--- src/rbm_pkg_note.sv ---
// Purpose: none
// Assumes: none
// Notes:   package lives in rbm_port.sv
`default_nettype none
`default_nettype wire

--- src/rbm_port.sv ---
// Purpose: constants and types for the rmw bit and block move datapath,
//          and the byte-wide port data and direction registers
// Assumes: one clock, asynchronous active-high reset
// Notes:   pins pass a two-flop synchroniser before any read
package rbm_pkg;
   localparam int          DATA_W         = 8;
   localparam int          ADDR_W         = 16;
   localparam logic [15:0] ROM_BASE       = 16'h0000;
   localparam logic [15:0] ROM_TOP        = 16'h7FFF;
   localparam logic [15:0] RAM_BASE       = 16'hF780;
   localparam logic [15:0] RAM_TOP        = 16'hFF7F;
   localparam logic [15:0] PORT_DATA_ADDR = 16'hFFD8;
   localparam logic [15:0] PORT_DIR_ADDR  = 16'hFFE8;
   localparam logic [7:0]  UNMAPPED_RD    = 8'hFF;
   localparam logic [7:0]  WO_READ        = 8'hFF;
   localparam logic [7:0]  BYTE_ZERO      = 8'h00;
   localparam logic [7:0]  BYTE_ONE       = 8'h01;
   localparam logic [15:0] ADDR_ONE       = 16'h0001;
   localparam logic [15:0] ADDR_ZERO      = 16'h0000;

   typedef enum logic [2:0] {
      OP_READ      = 3'b000,
      OP_WRITE     = 3'b001,
      OP_SET       = 3'b010,
      OP_CLEAR     = 3'b011,
      OP_INVERT    = 3'b100,
      OP_STC       = 3'b101,
      OP_STIC      = 3'b110,
      OP_MOVE      = 3'b111
   } rbm_op_e;

   typedef enum logic [1:0] {
      RG_MEM       = 2'b00,
      RG_PORT_DATA = 2'b01,
      RG_PORT_DIR  = 2'b10,
      RG_NONE      = 2'b11
   } rbm_region_e;

   typedef enum logic [1:0] {
      S_IDLE  = 2'b00,
      S_WAIT  = 2'b01,
      S_DATA  = 2'b10,
      S_WRITE = 2'b11
   } rbm_state_e;

   typedef struct packed {
      rbm_op_e     op;
      logic [15:0] addr;
      logic [2:0]  bit_sel;
      logic        carry;
      logic [7:0]  wdata;
      logic [7:0]  count;
      logic [15:0] src;
      logic [15:0] dst;
   } rbm_cmd_s;

   typedef struct packed {
      logic        mem_re;
      logic        mem_we;
      logic        prt_re;
      logic        prt_we;
      logic [15:0] addr;
      logic [7:0]  wdata;
   } rbm_bus_s;

   typedef struct packed {
      rbm_state_e  state;
      rbm_cmd_s    cmd;
      rbm_bus_s    bus;
      logic [7:0]  rdata;
      logic        done;
      logic        rdy;
   } rbm_core_s;

   typedef struct packed {
      logic [7:0]  sync1;
      logic [7:0]  sync2;
      logic [7:0]  data;
      logic [7:0]  dir;
      logic [7:0]  oe_n;
      logic [7:0]  rdata;
   } rbm_port_s;

   function automatic rbm_region_e rbm_region(input logic [15:0] a);
      if (a == PORT_DATA_ADDR)
         return RG_PORT_DATA;
      else if (a == PORT_DIR_ADDR)
         return RG_PORT_DIR;
      else if ((a <= ROM_TOP) || ((a >= RAM_BASE) && (a <= RAM_TOP)))
         return RG_MEM;
      else
         return RG_NONE;
   endfunction
endpackage

`timescale 1ns/100ps
`default_nettype none
module rbm_port (
   // clock and reset
   input  wire logic        core_clk_i,
   input  wire logic        rst_i,
   // register access
   input  wire logic        re_i,
   input  wire logic        we_i,
   input  wire logic [15:0] addr_i,
   input  wire logic [7:0]  wdata_i,
   output logic      [7:0]  rdata_o,
   // pins
   input  wire logic [7:0]  pin_i,
   output logic      [7:0]  pin_o,
   output logic      [7:0]  pin_oe_n_o
);
   import rbm_pkg::*;
   rbm_port_s q;
   rbm_port_s d;

   always_comb begin
      d       = q;
      d.sync1 = pin_i;
      d.sync2 = q.sync1;
      if (we_i && (rbm_region(addr_i) == RG_PORT_DATA)) begin
         d.data = wdata_i;
      end
      if (we_i && (rbm_region(addr_i) == RG_PORT_DIR)) begin
         d.dir  = wdata_i;
         d.oe_n = ~wdata_i;
      end
      if (re_i) begin
         case (rbm_region(addr_i))
            RG_PORT_DATA: d.rdata = (q.dir & q.data) | (~q.dir & q.sync2);
            RG_PORT_DIR:  d.rdata = WO_READ;
            default:      d.rdata = UNMAPPED_RD;
         endcase
      end
   end

   always_ff @(posedge core_clk_i or posedge rst_i) begin
      if (rst_i) begin
         q <= '{sync1: BYTE_ZERO, sync2: BYTE_ZERO, data: BYTE_ZERO,
                dir: BYTE_ZERO, oe_n: ~BYTE_ZERO, rdata: BYTE_ZERO};
      end else begin
         q <= d;
      end
   end

   assign rdata_o    = q.rdata;
   assign pin_o      = q.data;
   assign pin_oe_n_o = q.oe_n;

   chk_in_pin: assert property (@(posedge core_clk_i) disable iff (rst_i)
      (re_i && addr_i == PORT_DATA_ADDR) |=> ((rdata_o & ~$past(q.dir)) ==
      ($past(q.sync2) & ~$past(q.dir)))) else $error("input bit not pin");
   chk_out_latch: assert property (@(posedge core_clk_i) disable iff (rst_i)
      (re_i && addr_i == PORT_DATA_ADDR) |=> ((rdata_o & $past(q.dir)) ==
      ($past(q.data) & $past(q.dir)))) else $error("output bit not latch");
   chk_dir_ones: assert property (@(posedge core_clk_i) disable iff (rst_i)
      (re_i && addr_i == PORT_DIR_ADDR) |=> (rdata_o == WO_READ))
      else $error("direction read not all ones");
   chk_dir_oe: assert property (@(posedge core_clk_i) disable iff (rst_i)
      (pin_oe_n_o == ~q.dir)) else $error("enable differs from direction");
   chk_pin_data: assert property (@(posedge core_clk_i) disable iff (rst_i)
      (we_i && addr_i == PORT_DATA_ADDR) |=> (pin_o == $past(wdata_i)))
      else $error("pin does not follow data");
endmodule
`default_nettype wire

--- src/rbm_core.sv ---
// Purpose: byte read-modify-write bit ops, block move, plain access
// Assumes: memory answers a read one cycle after mem_re_o
// Notes:   unmapped reads return all ones
`timescale 1ns/100ps
`default_nettype none
module rbm_core (
   // clock and reset
   input  wire logic            core_clk_i,
   input  wire logic            rst_i,
   // command
   input  wire logic            cmd_valid_i,
   input  wire rbm_pkg::rbm_cmd_s cmd_i,
   output logic                 cmd_ready_o,
   output logic                 done_o,
   output logic      [7:0]      rdata_o,
   // memory bus
   output logic                 mem_re_o,
   output logic                 mem_we_o,
   output logic      [15:0]     mem_addr_o,
   output logic      [7:0]      mem_wdata_o,
   input  wire logic [7:0]      mem_rdata_i,
   // port pins
   input  wire logic [7:0]      pin_i,
   output logic      [7:0]      pin_o,
   output logic      [7:0]      pin_oe_n_o
);
   import rbm_pkg::*;
   rbm_core_s  q;
   rbm_core_s  d;
   logic [7:0] prt_rdata;
   logic [7:0] rd_byte;
   logic [7:0] mask;
   logic [7:0] mod_byte;
   logic       is_bit_op;

   rbm_port u_port (
      .core_clk_i (core_clk_i),
      .rst_i      (rst_i),
      .re_i       (q.bus.prt_re),
      .we_i       (q.bus.prt_we),
      .addr_i     (q.bus.addr),
      .wdata_i    (q.bus.wdata),
      .rdata_o    (prt_rdata),
      .pin_i      (pin_i),
      .pin_o      (pin_o),
      .pin_oe_n_o (pin_oe_n_o)
   );

   function automatic rbm_bus_s issue(input logic [15:0] a, input logic wr,
                                      input logic [7:0] wd);
      rbm_bus_s b;
      rbm_region_e r;
      r       = rbm_region(a);
      b.addr  = a;
      b.wdata = wd;
      b.mem_re = !wr && (r == RG_MEM);
      b.prt_re = !wr && (r != RG_MEM) && (r != RG_NONE);
      b.mem_we = wr && (r == RG_MEM);
      b.prt_we = wr && (r != RG_MEM) && (r != RG_NONE);
      return b;
   endfunction

   always_comb begin
      case (rbm_region(q.bus.addr))
         RG_MEM:  rd_byte = mem_rdata_i;
         RG_NONE: rd_byte = UNMAPPED_RD;
         default: rd_byte = prt_rdata;
      endcase
      mask      = BYTE_ONE << q.cmd.bit_sel;
      is_bit_op = (q.cmd.op != OP_READ) && (q.cmd.op != OP_WRITE) &&
                  (q.cmd.op != OP_MOVE);
      case (q.cmd.op)
         OP_SET:    mod_byte = rd_byte | mask;
         OP_CLEAR:  mod_byte = rd_byte & ~mask;
         OP_INVERT: mod_byte = rd_byte ^ mask;
         OP_STC:    mod_byte = q.cmd.carry ? (rd_byte | mask) : (rd_byte & ~mask);
         OP_STIC:   mod_byte = q.cmd.carry ? (rd_byte & ~mask) : (rd_byte | mask);
         default:   mod_byte = rd_byte;
      endcase
   end

   always_comb begin
      d      = q;
      d.done = 1'b0;
      d.bus.mem_re = 1'b0;
      d.bus.prt_re = 1'b0;
      d.bus.mem_we = 1'b0;
      d.bus.prt_we = 1'b0;
      case (q.state)
         S_IDLE: begin
            if (cmd_valid_i && q.rdy) begin
               d.cmd = cmd_i;
               d.rdy = 1'b0;
               case (cmd_i.op)
                  OP_WRITE: begin
                     d.bus   = issue(cmd_i.addr, 1'b1, cmd_i.wdata);
                     d.state = S_WRITE;
                  end
                  OP_MOVE: begin
                     if (cmd_i.count == BYTE_ZERO) begin
                        d.done = 1'b1;
                        d.rdy  = 1'b1;
                     end else begin
                        d.bus   = issue(cmd_i.src, 1'b0, BYTE_ZERO);
                        d.state = S_WAIT;
                     end
                  end
                  default: begin
                     d.bus   = issue(cmd_i.addr, 1'b0, BYTE_ZERO);
                     d.state = S_WAIT;
                  end
               endcase
            end
         end
         S_WAIT: begin
            d.state = S_DATA;
         end
         S_DATA: begin
            d.rdata = rd_byte;
            if (q.cmd.op == OP_READ) begin
               d.done  = 1'b1;
               d.rdy   = 1'b1;
               d.state = S_IDLE;
            end else if (q.cmd.op == OP_MOVE) begin
               d.bus       = issue(q.cmd.dst, 1'b1, rd_byte);
               d.cmd.src   = 16'(q.cmd.src + ADDR_ONE);
               d.cmd.dst   = 16'(q.cmd.dst + ADDR_ONE);
               d.cmd.count = 8'(q.cmd.count - BYTE_ONE);
               d.state     = S_WRITE;
            end else begin
               d.bus   = issue(q.cmd.addr, 1'b1, mod_byte);
               d.state = S_WRITE;
            end
         end
         S_WRITE: begin
            if ((q.cmd.op == OP_MOVE) && (q.cmd.count != BYTE_ZERO)) begin
               d.bus   = issue(q.cmd.src, 1'b0, BYTE_ZERO);
               d.state = S_WAIT;
            end else begin
               d.done  = 1'b1;
               d.rdy   = 1'b1;
               d.state = S_IDLE;
            end
         end
         default: begin
            d.state = S_IDLE;
            d.rdy   = 1'b1;
         end
      endcase
   end

   always_ff @(posedge core_clk_i or posedge rst_i) begin
      if (rst_i) begin
         q       <= '0;
         q.state <= S_IDLE;
         q.rdy   <= 1'b1;
      end else begin
         q <= d;
      end
   end

   assign cmd_ready_o = q.rdy;
   assign done_o      = q.done;
   assign rdata_o     = q.rdata;
   assign mem_re_o    = q.bus.mem_re;
   assign mem_we_o    = q.bus.mem_we;
   assign mem_addr_o  = q.bus.addr;
   assign mem_wdata_o = q.bus.wdata;

   chk_unmapped_drop: assert property (@(posedge core_clk_i) disable iff (rst_i)
      (q.bus.mem_we || q.bus.prt_we) |-> (rbm_region(q.bus.addr) != RG_NONE))
      else $error("write reached unmapped address");
   chk_bit_only: assert property (@(posedge core_clk_i) disable iff (rst_i)
      (q.state == S_WRITE && is_bit_op) |->
      (((q.bus.wdata ^ q.rdata) & ~mask) == BYTE_ZERO && q.bus.addr == q.cmd.addr))
      else $error("bit op changed other bits");
   chk_move_count: assert property (@(posedge core_clk_i) disable iff (rst_i)
      (q.state == S_DATA && q.cmd.op == OP_MOVE) |=>
      (q.cmd.count == 8'($past(q.cmd.count) - BYTE_ONE)))
      else $error("move count not decremented");
   chk_move_ascend: assert property (@(posedge core_clk_i) disable iff (rst_i)
      (q.state == S_WRITE && q.cmd.op == OP_MOVE) |->
      (q.bus.addr == 16'(q.cmd.dst - ADDR_ONE) && q.bus.wdata == q.rdata))
      else $error("move wrote wrong place");
   chk_read_latency: assert property (@(posedge core_clk_i) disable iff (rst_i)
      (cmd_valid_i && q.rdy && cmd_i.op == OP_READ) |-> ##3 done_o)
      else $error("read not done in three cycles");
   chk_move_end: assert property (@(posedge core_clk_i) disable iff (rst_i)
      (done_o && q.cmd.op == OP_MOVE) |-> (q.cmd.count == BYTE_ZERO))
      else $error("move ended with bytes left");

   cov_bit_op: cover property (@(posedge core_clk_i) disable iff (rst_i)
      (q.state == S_WRITE && is_bit_op && q.bus.prt_we));
   cov_move: cover property (@(posedge core_clk_i) disable iff (rst_i)
      (done_o && q.cmd.op == OP_MOVE && q.cmd.src != cmd_i.src));
   cov_unmapped: cover property (@(posedge core_clk_i) disable iff (rst_i)
      (q.state == S_DATA && rbm_region(q.bus.addr) == RG_NONE));
endmodule
`default_nettype wire

--- config.mk ---
export PLATFORM = sky130hd
export DESIGN_NAME = rbm_core
export DESIGN_NICKNAME = d
export VERILOG_FILES = /design/src/rbm_pkg_note.sv /design/src/rbm_port.sv /design/src/rbm_core.sv
export SDC_FILE = /design/constraint.sdc
export NUM_CORES = 1
export LEC_CHECK = 0
export BUFFER_PORTS_ARGS = -buffer_cell sky130_fd_sc_hd__buf_4
export CELL_PAD_IN_SITES_DETAIL_PLACEMENT = 0
export CELL_PAD_IN_SITES_GLOBAL_PLACEMENT = 2
export CORE_AREA = 4 4 176 144
export DETAILED_ROUTE_END_ITERATION = 6
export DIE_AREA = 0 0 180 148
export PLACE_DENSITY_LB_ADDON = 0.25
export SETUP_SLACK_MARGIN = 0.3
export SLEW_MARGIN = 20
export SYNTH_ARGS = -nofsm -noshare
export SYNTH_HDL_FRONTEND = slang
export SYNTH_SLANG_ARGS = --single-unit
--- constraint.sdc ---
create_clock -name core_clk_i -period 7.53 [get_ports core_clk_i]
set_clock_uncertainty 0.1 [all_clocks]
set_input_delay 0.3765 -clock core_clk_i [delete_from_list [all_inputs] [get_ports core_clk_i]]
set_output_delay 0.3765 -clock core_clk_i [all_outputs]
set_load 0.02 [all_outputs]
==> results.py <==
metrics = {
    "route": {
        "dr.first_iter.drc_count": 507,
        "routedWlPerCell_um": 20.4,
        "remaining_drc_errors": 0,
        "detailroute.via_count": 7694,
        "vias_per_cell": 5.55,
        "postRouteWirelength_um": 28200,
        "route.antenna.remaining_nets": 0,
        "drt_pre_antenna_iters": 5,
    },
    "floorplanning": {
        "rows": 50,
        "die-height_um": 148,
        "core-area_um2": 23300,
        "io-pin-count": 142,
        "start_util_pct": 37.9,
        "die_width_um": 180,
        "fp.dieArea_um2": 26600,
    },
    "finish": {
        "post_route_cells_drive_above_1_share_pct": 21.1,
        "flow.area_growth_from_synthesis_pct": 17.9,
        "area.sequential_um2": 3790,
        "num-fill-cells": 2329,
        "multi_input_area_um2": 4310,
        "nNetsFinal": 1181,
        "final_cell_area_um2": 10400,
    },
    "grt": {
        "grt_max_degree": 90,
        "first_pass_grt_wire_length_um": 43700,
        "first_global_vias": 7285,
        "global_route.usage.met2_pct": 29.9,
        "antenna_found_initial": 1,
        "gr_met1_demand_resource_pct": 32.4,
        "globalRoute.busiestLayer": "met1",
        "grt_use_total_pct": 20.8,
        "grt_overflow_total": 0,
        "met3_demand_to_capacity_share_in_global_routing_pct": 4.23,
    },
    "clock_tree": {
        "cts_resized": 0,
        "cts_num_sinks": 151,
        "cts_max_level": 4,
        "post_cts_hold_buffer_count": 8,
        "cts.root.buffer_cell": "sky130_fd_sc_hd__clkbuf_16",
        "cts-buffers-inserted": 17,
        "clkSlewWorstSetupHoldPaths_ps": 70,
        "total_setup_buffers_inserted_after_cts": 0,
        "insertion_delay_to_the_later_sink_of_the_worst_skew_pair_ps": 430,
        "cts-root-to-sink-buffers": 2,
        "clock_tree_from_tritoncts": "yes",
    },
    "synthesis": {
        "synth_top_cells_by_area": "sky130_fd_sc_hd__dfrtp_1 (40%), sky130_fd_sc_hd__nand2_1 (5.6%), sky130_fd_sc_hd__a21oi_1 (4.9%)",
        "register_area_share_after_synthesis_pct": 42.8,
        "synth-warning-count": 0,
        "synth-edff-count": 0,
        "synth.top_cells.by_count": "sky130_fd_sc_hd__dfrtp_1 (142), sky130_fd_sc_hd__nand2_1 (132), sky130_fd_sc_hd__a21oi_1 (87), sky130_fd_sc_hd__nor2_1 (72), sky130_fd_sc_hd__o21ai_0 (68)",
        "yosys_register_bits": 151,
        "mappedNetlistArea_um2": 8850,
        "synth.net_count": 1114,
        "ys.flop_type": "sky130_fd_sc_hd__dfrtp_1",
        "synth_cells": 994,
        "synthMostInstantiatedCell": "sky130_fd_sc_hd__dfrtp_1",
        "post_synth_cell_types": 68,
        "post-synth-top-area-fraction_pct": 40.1,
        "async_reset_ff_share_pct": 100,
        "synthesis.area_per_instance_um2": 8.91,
        "synth_top_cell_by_area": "sky130_fd_sc_hd__dfrtp_1",
    },
    "setup_path": {
        "timing.setup.critical_path_class": "register to register",
        "worstPathArrival_ps": 3540,
        "critical_path_peak_fanout": 16,
        "sort_of_element_at_the_end_of_the_critical_path": "register",
        "worst_ep_required_time_ps": 7730,
        "critPathLaunchType": "register",
    },
    "power_and_ir_drop": {
        "power.share.combinational_pct": 5.7,
        "power.share.sequential_pct": 45.6,
        "pwr_density_cell_nw_per_um2": 171,
        "swShare_pct": 26.7,
        "cellLeakagePower_nw": 4.89,
        "p_int_mw": 1.31,
        "vdd_ir_drop_max_v": 0.000128,
        "share_clk_of_total_power_pct": 48.7,
        "p_sw_mw": 0.477,
    },
    "timing": {
        "tns_ps": 0,
        "fmaxAchievable_mhz": 299,
        "maxSlewHeadroom_pct": 30.6,
        "final_period_util_pct": 44.4,
        "tightest_slew_ps": 1040,
        "max_transition_viols_final": 0,
        "grt_setup_unrepaired": "false",
        "fin_crit_ps": 3350,
        "setup_viol": 0,
        "number_of_endpoints_with_negative_hold_slack_in_the_final_report": 0,
    },
    "placement": {
        "hpwlAfterDp_um": 20500,
        "place.gp.congestion": 0.803,
        "placed_cell_area_um2": 9760,
        "placement.io_buffers": 141,
    },
    "run_status": {
        "outcome": "completed",
    },
    "min_path": {
        "worstHoldPathType": "input pin to asynchronous set/reset pin",
    },
    "job": {
        "maxCapViolations": 0,
    },
}
-- cell families after synthesis --
| family | synth area share, % |
|---|---|
| AO/OA/AOI/OAI | 23.1 |
| adder cells (fa/ha/maj) | 4.24 |
| flip-flops | 42.8 |
| multiplexers | 4.07 |
| XOR/XNOR | 0.495 |
| AND/OR/NAND/NOR | 16.2 |
| buffers and inverters | 9.07 |
-- cells in the final DEF (no fill, tap or decap), types with 13 or more instances in the layout --
master	count
sky130_fd_sc_hd__buf_4	148
sky130_fd_sc_hd__dfrtp_1	142
sky130_fd_sc_hd__nand2_1	132
sky130_fd_sc_hd__a21oi_1	86
sky130_fd_sc_hd__nor2_1	71
sky130_fd_sc_hd__o21ai_0	68
sky130_fd_sc_hd__inv_1	40
sky130_fd_sc_hd__nand3_1	35
sky130_fd_sc_hd__ha_1	30
sky130_fd_sc_hd__o2bb2ai_1	22
sky130_fd_sc_hd__mux2i_1	18
sky130_fd_sc_hd__clkbuf_16	17
sky130_fd_sc_hd__a211o_1	16
sky130_fd_sc_hd__mux2_2	16
sky130_fd_sc_hd__o31ai_1	13
-- metrics by stage --
stage	util (%)	hold slack (ps)	setup slack, ps	power, mW	cells
finish	44.8	35.4	4180	1.79	1387
global route	44.8	31.6	3850	1.86	1387
CTS	44.7	23.2	4200	1.81	1386
detailed placement	41.8	235	4230	0.931	1346
global placement	41.8	231	4140	0.930	1346
floorplan	-	231	3000	0.867	994
-- critical path, stage by stage, from the launching register on --
cell                        delay (ps)
sky130_fd_sc_hd__dfrtp_1           400
sky130_fd_sc_hd__nor4b_1           300
sky130_fd_sc_hd__nand3_1           200
sky130_fd_sc_hd__o21bai_1          180
sky130_fd_sc_hd__nand2_1            80
sky130_fd_sc_hd__and2_1            180
sky130_fd_sc_hd__ha_1              570
sky130_fd_sc_hd__a21o_1            290
sky130_fd_sc_hd__inv_1              70
sky130_fd_sc_hd__ha_1              190
sky130_fd_sc_hd__a21oi_1           140
sky130_fd_sc_hd__o22ai_1            90
sky130_fd_sc_hd__o31ai_1           320
sky130_fd_sc_hd__a2bb2oi_1         110
-- sequential cells by signal (all words and copies together), names as in the netlist --
name	cells
q	67
mem_addr_o	16
u_port.q	16
mem_wdata_o	8
rdata_o	8
u_port.d	8
u_port.pin_o	8
u_port.pin_oe_n_o	8
u_port.rdata_o	8
cmd_ready_o	1
done_o	1
mem_re_o	1
mem_we_o	1
-- final timing paths --
path                          startpoint             end  slack [ps]  cells after the start
setup / recovery           mem_addr_o[1]  mem_wdata_o[0]        4180                     13
hold / removal                     rst_i      rdata_o[5]          40                      2
setup reg to reg           mem_addr_o[1]  mem_wdata_o[0]        4180                     13
hold reg to reg             u_port.d[32]    u_port.q[32]         250                      0
max in group asynchronous          rst_i           q[95]        5970                      3
min in group core_clk_i        cmd_i[50]           q[88]          40                      3
-- per-layer routing --
metal | vias to the layer above | wire length [um]
met5 | - | 0
met1 | 3780 | 14300
met2 | 221 | 12100
met3 | 22 | 1470
met4 | 0 | 311
li1 | 3671 | -
-- power by group through the flow --
stage               sequential, mW  clock [mW]  combinational, mW
CTS                          0.816       0.890              0.103
floorplan                    0.832           0             0.0359
global placement             0.832           0             0.0988
detailed placement           0.832           0             0.0992
global route                 0.816       0.928              0.113
finish                       0.816       0.871              0.102
-- layout make-up --
class,count,area share [%]
tap,312,3.74
timing repair buffer,156,11.4
clock inverter,15,1.69
multi-input combinational,693,41.2
antenna,1,0.0240
sequential,151,36.3
inverter,42,1.56
clock buffer,17,4.07
Power figures use the tool's default switching activity.
